[src/hw/port_host_pkg.sv]
// Constants and types shared by the dual-port memory host controller.
package port_host_pkg;

   // ==========================================================
   // Widths
   // ==========================================================
   localparam int ADDR_W = 14;
   localparam int DATA_W = 9;
   localparam int CNT_W = 8;

   // ==========================================================
   // Clock and pin timing in nanoseconds, and synchroniser stages
   // ==========================================================
   localparam int CLK_PERIOD_NS = 25;
   localparam int TSETUP_NS = 0;
   localparam int TWP_NS = 25;
   localparam int TWZ_NS = 20;
   localparam int TDW_NS = 15;
   localparam int TWR_NS = 2;
   localparam int TAA_NS = 35;
   localparam int TSAA_NS = 35;
   localparam int THZ_NS = 20;
   localparam int TSWRD_NS = 5;
   localparam int SYNC_STAGES = 2;

   // Converts a least time to whole clock cycles, never fewer than one.
   function automatic int min_cycles(input int ns);
      int c;
      c = (ns + CLK_PERIOD_NS - 1) / CLK_PERIOD_NS;
      return (c < 1) ? 1 : c;
   endfunction : min_cycles

   // ==========================================================
   // Cycle counts
   // ==========================================================
   localparam logic [CNT_W-1:0] SETUP_CYC = CNT_W'(min_cycles(TSETUP_NS));
   localparam logic [CNT_W-1:0] TWZ_CYC = CNT_W'(min_cycles(TWZ_NS));
   localparam logic [CNT_W-1:0] TDW_CYC = CNT_W'(min_cycles((TWP_NS > TWZ_NS + TDW_NS) ? TWP_NS - TWZ_NS : TDW_NS));
   localparam logic [CNT_W-1:0] TWR_CYC = CNT_W'(min_cycles(TWR_NS));
   localparam logic [CNT_W-1:0] TAA_CYC = CNT_W'(min_cycles(TAA_NS) + SYNC_STAGES);
   localparam logic [CNT_W-1:0] TSAA_CYC = CNT_W'(min_cycles(TSAA_NS) + SYNC_STAGES);
   localparam logic [CNT_W-1:0] THZ_CYC = CNT_W'(min_cycles(THZ_NS));
   localparam logic [CNT_W-1:0] TSWRD_CYC = CNT_W'(min_cycles(TSWRD_NS));

   // ==========================================================
   // Reset values and commands
   // ==========================================================
   localparam logic [CNT_W-1:0] CNT_RESET = 8'h00;

   typedef enum logic [1:0] {
      OP_ARRAY_WRITE = 2'h0,
      OP_ARRAY_READ = 2'h1,
      OP_FLAG_WRITE_READ = 2'h2,
      OP_FLAG_READ = 2'h3
   } op_e;

endpackage : port_host_pkg

[src/hw/interval_if.sv]
// Interface between the port sequencer and its interval timer.
`timescale 1ns/1ps
interface interval_if #(parameter int W = 8);
   logic load;
   logic [W-1:0] count;
   logic expired;

   modport owner (output load, output count, input expired);
   modport timer (input load, input count, output expired);
endinterface : interval_if

[src/hw/interval_timer.sv]
// Down-counting interval timer used to pace the memory port phases.
`timescale 1ns/1ps
module interval_timer
   import port_host_pkg::*;
(
   input wire logic clk,
   input wire logic reset,
   interval_if.timer tmr
);
   import port_host_pkg::*;

   typedef struct packed {
      logic [CNT_W-1:0] cnt;
   } timer_s;

   timer_s state_r;
   timer_s state_nxt;

   // ==========================================================
   // Next state
   // ==========================================================
   always_comb
   begin
      state_nxt = state_r;
      if (tmr.load)
      begin
         state_nxt.cnt = tmr.count;
      end
      else if (state_r.cnt != CNT_RESET)
      begin
         state_nxt.cnt = state_r.cnt - CNT_W'(1);
      end
   end

   assign tmr.expired = (state_r.cnt == CNT_RESET) && !tmr.load;

   // ==========================================================
   // Registers
   // ==========================================================
   always_ff @(posedge clk)
   begin
      if (reset)
      begin
         state_r <= '{cnt: CNT_RESET};
      end
      else
      begin
         state_r <= state_nxt;
      end
   end

endmodule : interval_timer

[src/hw/port_host.sv]
// Host controller that drives one port of an asynchronous dual-port memory.
`timescale 1ns/1ps
module port_host
   import port_host_pkg::*;
(
   input wire logic CLK,
   input wire logic RESET,
   input wire logic REQ,
   input wire port_host_pkg::op_e OP,
   input wire logic [port_host_pkg::ADDR_W-1:0] ADDR,
   input wire logic [port_host_pkg::DATA_W-1:0] WDATA,
   output logic READY,
   output logic DONE,
   output logic [port_host_pkg::DATA_W-1:0] RDATA,
   output logic FLAG_GRANTED,
   output logic CE_N,
   output logic FLAG_SELECT_N,
   output logic RW_N,
   output logic OE_N,
   output logic [port_host_pkg::ADDR_W-1:0] A,
   input wire logic [port_host_pkg::DATA_W-1:0] IO_IN,
   output logic [port_host_pkg::DATA_W-1:0] IO_OUT,
   output logic IO_OE
);
   import port_host_pkg::*;

   typedef enum logic [3:0] {
      S_IDLE,
      S_SETUP,
      S_ZWAIT,
      S_DRIVE,
      S_RECOVER,
      S_FLAG_GAP,
      S_READ,
      S_TURN,
      S_END
   } phase_e;

   typedef struct packed {
      phase_e st;
      logic flag_op;
      logic readback;
      logic [ADDR_W-1:0] addr;
      logic [DATA_W-1:0] wdata;
      logic [DATA_W-1:0] rdata;
      logic granted;
      logic ce_n;
      logic flag_select_n;
      logic rw_n;
      logic oe_n;
      logic io_oe;
      logic done;
      logic [DATA_W-1:0] sync1;
      logic [DATA_W-1:0] sync2;
      logic load;
      logic [CNT_W-1:0] count;
   } host_s;

   localparam host_s HOST_RESET = '{
      st: S_IDLE, flag_op: 1'b0, readback: 1'b0, addr: '0, wdata: '0, rdata: '0,
      granted: 1'b0, ce_n: 1'b1, flag_select_n: 1'b1, rw_n: 1'b1, oe_n: 1'b1, io_oe: 1'b0,
      done: 1'b0, sync1: '0, sync2: '0, load: 1'b0, count: CNT_RESET};

   host_s state_r;
   host_s state_nxt;

   interval_if #(.W(CNT_W)) tmr ();

   // ==========================================================
   // Interval timer
   // ==========================================================
   interval_timer u_timer (
      .clk(CLK),
      .reset(RESET),
      .tmr(tmr.timer)
   );

   assign tmr.load = state_r.load;
   assign tmr.count = state_r.count;

   // Selects the pin pair for an access: chip select for the array, flag select for a flag.
   function automatic logic [1:0] select_pair(input logic flag);
      // Result is {flag select, chip select}; exactly one of the two is driven low.
      return flag ? 2'h1 : 2'h2;
   endfunction : select_pair

   // ==========================================================
   // Sequencer
   // ==========================================================
   always_comb
   begin
      state_nxt = state_r;
      state_nxt.done = 1'b0;
      state_nxt.load = 1'b0;
      // Data pins pass two flip-flops before the sequencer looks at them.
      state_nxt.sync1 = IO_IN;
      state_nxt.sync2 = state_r.sync1;
      case (state_r.st)
         S_IDLE:
         begin
            if (REQ)
            begin
               // Address and data are latched only here, with every strobe high.
               state_nxt.addr = ADDR;
               state_nxt.wdata = WDATA;
               state_nxt.flag_op = (OP == OP_FLAG_WRITE_READ) || (OP == OP_FLAG_READ);
               state_nxt.readback = (OP == OP_FLAG_WRITE_READ);
               state_nxt.load = 1'b1;
               if (OP == OP_ARRAY_READ || OP == OP_FLAG_READ)
               begin
                  {state_nxt.flag_select_n, state_nxt.ce_n} = select_pair(OP == OP_FLAG_READ);
                  state_nxt.oe_n = 1'b0;
                  state_nxt.count = (OP == OP_FLAG_READ) ? TSAA_CYC : TAA_CYC;
                  state_nxt.st = S_READ;
               end
               else
               begin
                  // Select falls before the strobe, so the write starts from a settled port.
                  {state_nxt.flag_select_n, state_nxt.ce_n} = select_pair(OP == OP_FLAG_WRITE_READ);
                  state_nxt.oe_n = 1'b1;
                  state_nxt.count = SETUP_CYC;
                  state_nxt.st = S_SETUP;
               end
            end
         end
         S_SETUP:
         begin
            if (tmr.expired)
            begin
               state_nxt.rw_n = 1'b0;
               state_nxt.load = 1'b1;
               state_nxt.count = TWZ_CYC;
               state_nxt.st = S_ZWAIT;
            end
         end
         S_ZWAIT:
         begin
            // Device drivers are given their turn-off time before data goes out.
            if (tmr.expired)
            begin
               state_nxt.io_oe = 1'b1;
               state_nxt.load = 1'b1;
               state_nxt.count = TDW_CYC;
               state_nxt.st = S_DRIVE;
            end
         end
         S_DRIVE:
         begin
            if (tmr.expired)
            begin
               // Strobe rises first; select and data stay put through recovery.
               state_nxt.rw_n = 1'b1;
               state_nxt.load = 1'b1;
               state_nxt.count = TWR_CYC;
               state_nxt.st = S_RECOVER;
            end
         end
         S_RECOVER:
         begin
            if (tmr.expired)
            begin
               state_nxt.io_oe = 1'b0;
               state_nxt.flag_select_n = 1'b1;
               state_nxt.ce_n = 1'b1;
               state_nxt.load = 1'b1;
               if (state_r.readback)
               begin
                  state_nxt.count = TSWRD_CYC;
                  state_nxt.st = S_FLAG_GAP;
               end
               else
               begin
                  state_nxt.count = TWR_CYC;
                  state_nxt.st = S_TURN;
               end
            end
         end
         S_FLAG_GAP:
         begin
            if (tmr.expired)
            begin
               // Read-back keeps chip select high and uses the flag select only.
               state_nxt.flag_select_n = 1'b0;
               state_nxt.oe_n = 1'b0;
               state_nxt.load = 1'b1;
               state_nxt.count = TSAA_CYC;
               state_nxt.st = S_READ;
            end
         end
         S_READ:
         begin
            if (tmr.expired)
            begin
               state_nxt.rdata = state_r.sync2;
               // A flag reads the same on every pin; a low bit means this port owns it.
               state_nxt.granted = state_r.flag_op && !state_r.sync2[0];
               state_nxt.oe_n = 1'b1;
               state_nxt.ce_n = 1'b1;
               state_nxt.flag_select_n = 1'b1;
               state_nxt.load = 1'b1;
               state_nxt.count = THZ_CYC;
               state_nxt.st = S_TURN;
            end
         end
         S_TURN:
         begin
            if (tmr.expired)
            begin
               state_nxt.done = 1'b1;
               state_nxt.st = S_END;
            end
         end
         S_END:
         begin
            state_nxt.st = S_IDLE;
         end
         default:
         begin
            state_nxt = HOST_RESET;
         end
      endcase
   end

   // ==========================================================
   // Registers
   // ==========================================================
   always_ff @(posedge CLK)
   begin
      if (RESET)
      begin
         state_r <= HOST_RESET;
      end
      else
      begin
         state_r <= state_nxt;
      end
   end

   // ==========================================================
   // Outputs
   // ==========================================================
   assign READY = (state_r.st == S_IDLE);
   assign DONE = state_r.done;
   assign RDATA = state_r.rdata;
   assign FLAG_GRANTED = state_r.granted;
   assign CE_N = state_r.ce_n;
   assign FLAG_SELECT_N = state_r.flag_select_n;
   assign RW_N = state_r.rw_n;
   assign OE_N = state_r.oe_n;
   assign A = state_r.addr;
   assign IO_OUT = state_r.wdata;
   assign IO_OE = state_r.io_oe;

endmodule : port_host

[config.mk]
export PLATFORM = sky130hd
export DESIGN_NAME = port_host
export DESIGN_NICKNAME = d
export VERILOG_FILES = /design/src/hw/port_host_pkg.sv /design/src/hw/interval_if.sv /design/src/hw/interval_timer.sv /design/src/hw/port_host.sv
export SDC_FILE = /design/constraint.sdc
export NUM_CORES = 1
export LEC_CHECK = 0
export BUFFER_PORTS_ARGS = -buffer_cell sky130_fd_sc_hd__buf_4
export CAP_MARGIN = 15
export CELL_PAD_IN_SITES_DETAIL_PLACEMENT = 0
export CELL_PAD_IN_SITES_GLOBAL_PLACEMENT = 1
export CORE_MARGIN = 2
export CORE_UTILIZATION = 40
export CTS_CLUSTER_DIAMETER = 80
export DETAILED_ROUTE_END_ITERATION = 10
export PLACE_DENSITY = 0.86
export SYNTH_ARGS = -nofsm -noshare
export SYNTH_HDL_FRONTEND = slang
export SYNTH_SLANG_ARGS = --single-unit
[constraint.sdc]
create_clock -name CLK -period 2.37 [get_ports CLK]
set_input_delay 0.237 -clock CLK [delete_from_list [all_inputs] [get_ports CLK]]
set_output_delay 0.237 -clock CLK [all_outputs]
set_load 0.005 [all_outputs]
Yosys cells after proc, flatten, opt, wreduce, memory -nomap -nowiden
Index checks and enable logic that the tools add are counted.
Operators by class
  bitwise logic cells: 10
  eq/ne operators: 20
  reduce and logical (&&, ||, !) cells: 31
  add/sub/neg operators: 1
  multiplexer cells: 36
Operator list (count)
  one-hot mux 25 bit (2 select lines): 1
  one-hot mux 9 bit (4 select lines): 1
  one-hot mux 4 bit (8 select lines): 1
  two-way mux 29 bit: 1
  two-way mux 4 bit: 7
  two-way mux 9 bit: 3
  one-hot mux 10 bit (2 select lines): 1
  equality test 4 x 3 -> 1 bit (second input constant): 4
  two-way mux 8 bit: 2
  != test 2 bit (second input constant): 8
  OR reduction 8 bit: 2
  OR reduction 7 bit: 2
  two-way mux 12 bit: 1
  two-way mux 2 bit: 6
  AND reduction 4 bit: 3
  OR reduction 6 bit: 2
  inverter 1 bit: 10
  OR reduction 5 bit: 2
  OR reduction 9 bit: 1
  equality test 4 x 2 -> 1 bit (second input constant): 2
  zero test 8 bit: 1
  one-hot mux 1 bit (4 select lines): 2
  AND reduction 8 bit: 1
  nonzero test 8 bit: 1
  other kinds (19): 33
Storage, ports and cells
  output and inout bits: 40
  input bits: 37
  register bits: 80
  word-level logic and storage cells: 116

Depth between registers and ports, before layout
  word-level depth: 5
  gate-level depth with buffers: 8
  mapped depth without buffers: 6

Hierarchy
From an unflattened synthesis, not the netlist that was laid out.
Unflattened totals
  cells, all modules: 356
  area, all modules: 3432.0 um^2
Modules (own cells, without submodules)
  port_host: sequential area each 1321.3 um^2, cells an instance 298, area an instance 2954.1 um^2, times used 1
  interval_timer: sequential area each 160.2 um^2, cells an instance 58, area an instance 478.0 um^2, times used 1

Least setup slack after synthesis
Ideal clock, no wire load.
  kind: register to register
  from: register u_timer.state_r[0] in the netlist's numbering
  to: register state_r, in the netlist tmr.count[2]
  stages on the path, launching flop included: 8
  required time: 2.254 ns
  setup slack: 0.596 ns
  data arrival time: 1.658 ns
  cell sequence: dfxtp_1 -> inv_1 -> ha_1 -> nor4b_4 -> and2_1 -> buf_4 -> o311ai_0 -> a31o_2
On the way
  word-level cells in the longest chain between the ends: 4
  elaborated cells on any way between the ends: 5
  those cells by class: eq/ne: 2; reduce/logical: 3
RTL lines
  start: declaration: line interval_timer.sv:16  | timer_s state_r;
  start signal: assignment: line interval_timer.sv:44  | state_r <= '{cnt: CNT_RESET};
  start signal: assignment: line interval_timer.sv:48  | state_r <= state_nxt;
  zero test 8 bit (*): line interval_timer.sv:35  | assign tmr.expired = (state_r.cnt == CNT_RESET) && !tmr.load;
  logical AND 1 bit (*): line interval_timer.sv:35
  != test 2 x 1 -> 1 bit (no source line) / != test 2 bit (equally long branches)
  AND reduction 4 bit (no source line) (*)
  end signal: assignment: line port_host.sv:235  | state_r <= state_nxt;
  end: declaration: line port_host.sv:64  | host_s state_r;
Mark *: on every way between the ends. The rest lies on a longest branch, timed or not.
A chain may end at the register's enable or synchronous reset.

Worst setup path in the final report
Ends and elaborated chain as after synthesis.

==> flow_summary_export.csv <==
group,metric,value,unit
logic_synthesis,yosysUniqueCellTypes,49,
logic_synthesis,synth_sequential_area_ratio,46.58,%
die,floorplan.die.width,93.17,um
detailed_routing,via_count,2475,
logic_synthesis,synth.cell_area,3181,um^2
pwr,power_density,1165,nW/um^2
worst_setup_path,setup.worst_path.start_class,"register",
die,die_height,93.17,um
detailed_routing,drt_drc_violations_left,0,
die,core-area,7727,um^2
timing,finalClockSkew,4.383,ps
worst_setup_path,cp.required,2620,ps
global_routing,groute.usage.overall,16.25,%
logic_synthesis,mappedNetlistNets,383,
logic_synthesis,synth_warn,0,
place,gp_congestion,0.8569,
global_routing,grt_pass1_wl,11080,um
logic_synthesis,share_of_async_settable_or_async_resettable_flops_after_synthesis,0,%
logic_synthesis,synthesis.area_per_instance,9.219,um^2
pwr,vdd.ir_drop.worst,440.9,uV
global_routing,vias_in_the_first_global_route,2315,
clock_tree,cts_inserted_buffers,9,
detailed_routing,firstDrtPassIters,4,
timing,rsz_0062_raised_after_global_routing,"no",
worst_hold_path,worstHoldPathType,"input port to register",
worst_setup_path,critical_path.endpoint_type,"register",
worst_setup_path,slowest_delay,420,ps
clock_tree,root_buffer,"clkbuf_8",
cells_and_area,insertedDiodeCount,0,
clock_tree,clock_insertion_delay_worst_skew,350,ps
run_status,outcome,"finished clean",
cells_and_area,design.final.nets,425,
clock_tree,cts.repair_timing.setup_buffer_count,0,
worst_setup_path,critical_path_arrival,2330,ps
worst_setup_path,crit_slowest_cell,"nor4b_4",
worst_setup_path,critical_path.startpoint,"u_timer.state_r[0]",
place,placement.io_buffers,76,
worst_setup_path,cpLargestDelayFamily,"simple AND/OR/NAND/NOR gates",
clock_tree,cts.reportedPaths.clkPinSlew,90,ps
worst_hold_path,hold_path_start,"IO_IN[5]",
global_routing,grt_max_degree,42,
cells_and_area,fill_cells,743,
detailed_routing,detail_route.vias_per_cell,5.010,
global_routing,grt_antenna_before_repair,0,
cells_and_area,post_route_cells_drive_above_1_share,28.32,%
place,dpl.hpwl,4682,um
clock_tree,tritoncts,"built",
worst_setup_path,critical_path.n_buffers_inverters,1,
die,dieArea,8681,um^2
cells_and_area,final_util,49.43,%
clock_tree,numClockSinks,74,
die,floorplan.initialDensity,41.16,%
timing,fin_worst_hold_slack,77.69,ps
detailed_routing,detail-route-antenna-nets,0,
detailed_routing,routedWlPerCell,13.78,um
worst_setup_path,type_of_the_worst_setup_path,"register to register",
timing,final_max_slew_viol_count,0,
die,boundaryPins,77,
flow_run,max_cap_viol_count,0,
detailed_routing,drt_iter0_markers,160,
clock_tree,post_cts_sizing_count,0,
logic_synthesis,ys_seq_elements,74,
timing,timing.max_slew.rel_slack,39.10,%
detailed_routing,finalWirelength,6809,um
logic_synthesis,postSynth.topFlopCell,"dfxtp_1",
clock_tree,h-tree-depth,3,
timing,finalHoldViolations,0,
clock_tree,cts_hold_buffers,0,
worst_setup_path,r2r-start,"u_timer.state_r[0]",
timing,timing.final.setup_violations,0,
worst_setup_path,crit_path_max_fanout,9,
worst_setup_path,cp_cell_sequence,"inv_1, ha_1, nor4b_4, and2_1, o311ai_0, a31o_2",
cells_and_area,area_delta_synth_final,20.10,%
timing,max_clock_freq,0.4800,GHz
global_routing,globalRouteOverflowTotal,0,
timing,max_slew.worst_pin.slew,910.2,ps
logic_synthesis,cells_after_synth,345,
die,row_count,32,
timing,layout_worst_path_cycle_share,87.91,%
timing,finalWorstPathRequiredPeriod,2083,ps
clock_tree,clk_path_buf_depth,2,
pwr,static-leakage-power,0.001669,uW
logic_synthesis,synth-edff-count,0,
timing,fin_tns_setup,0,ps
-- cell usage in the layout (no fill, tap or decap), types with 3 or more instances in the layout --
cell type  synthesis  routed
inv_1              9       9
or3_1              6       6
mux2i_1           14      14
a21oi_1            9       9
nor3_1             9       9
nand2_1           28      28
xnor2_1            3       3
a22oi_1           24      24
a32oi_1            3       3
dfxtp_1           74      74
a2111oi_0          3       3
nor2_1            40      40
nor2b_1            5       5
a31oi_1            3       3
clkbuf_8           0       9
inv_6              0       4
o21ai_0            4       4
buf_4             34      84
and2_1            20      20
-- per-layer routing --
layer	wire length (um)	track usage, %	vias to the layer above	part of all wire, %
li1	-	-	1245	-
met1	3137	21.09	1132	46
met2	3130	25.06	89	46
met3	426	4.512	9	6.3
met4	114	7.598	0	1.7
met5	0	0	-	0
-- cells by family (layout without fill, tap and decap cells) --
logic type	after synthesis	count (layout)	synth area share (%)
simple gates	128	128	21.60
flops	74	74	46.58
buf+inv	63	110	11.80
compound gates	61	61	14.12
mux	14	14	4.406
xor+xnor	4	4	1.102
fa+ha+maj	1	1	0.3933
-- Yosys cell counts (2+ instances only) --
cell,n,area (um^2)
inv_1,9,33.78
a2111oi_0,3,26.28
nor4_4,2,42.54
mux2i_1,14,140.1
buf_4,34,255.2
o22ai_1,2,12.51
o21ai_0,4,20.02
dfxtp_1,74,1481
a31o_2,2,17.52
buf_1,2,7.510
xnor2_1,3,26.28
nand2_1,28,105.1
nand3b_1,2,15.01
a32oi_1,3,26.28
a31oi_1,3,18.77
nand3_1,2,10.01
nor3b_1,2,15.01
or3_1,6,37.54
a21oi_1,9,45.04
nor2b_1,5,31.28
buf_2,9,45.04
nor3_1,9,45.04
and3_1,2,12.51
and2_1,20,125.1
or2_2,2,12.51
clkbuf_1,9,33.78
a22oi_1,24,180.2
nor2_1,40,150.1
-- sequential cells by signal, indices dropped and copies added, names as in the netlist --
name and count:
A 14, CE_N 1, DONE 1, FLAG_GRANTED 1, FLAG_SELECT_N 1, IO_OE 1, IO_OUT 9, OE_N 1
RDATA 9, RW_N 1, state_r 24, tmr.count 2, tmr.load 1, u_timer.state_r 8
-- through the flow --
step                setup WS, ps  instance area [um^2]  power, uW  std cells
global route               164.0                  3820       4731        494
detailed placement         329.9                  3597       3394        477
floorplan                  596.3                  3181       2994        345
finish                     286.6                  3820       4450        494
CTS                        305.6                  3805       4447        493
global placement           406.0                  3597       3351        477
-- worst register-to-register path, cell delays in order, from the launching register on --
cell and delay [ps]:
dfxtp_1 350, inv_1 80, ha_1 220, nor4b_4 420, and2_1 370, o311ai_0 240, a31o_2 300
-- final timing paths --
check | end | slack (ps) | cells past startpoint
worst max-delay path | tmr.count[2] | 290 | 6
worst min-delay path | state_r[23] | 80 | 2
worst max register to register | tmr.count[2] | 290 | 6
worst min register to register | state_r[11] | 430 | 1
-- cell type report --
cell class,instances,area (um^2),share of cell area [%]
Tap cell,102,127.6,3.341
Multi-Input combinational cell,208,1324,34.65
Clock inverter,7,83.83,2.195
Clock buffer,9,123.9,3.243
Timing Repair Buffer,85,645.6,16.90
Sequential cell,74,1481,38.78
Inverter,9,33.78,0.8844
-- power breakdown --
group | switching, uW | total, uW | internal, uW
Clock | 532 | 1040 | 509
Combinational | 911 | 1720 | 812
Sequential | 225 | 1690 | 1460
(Power assumes the default switching activity.)
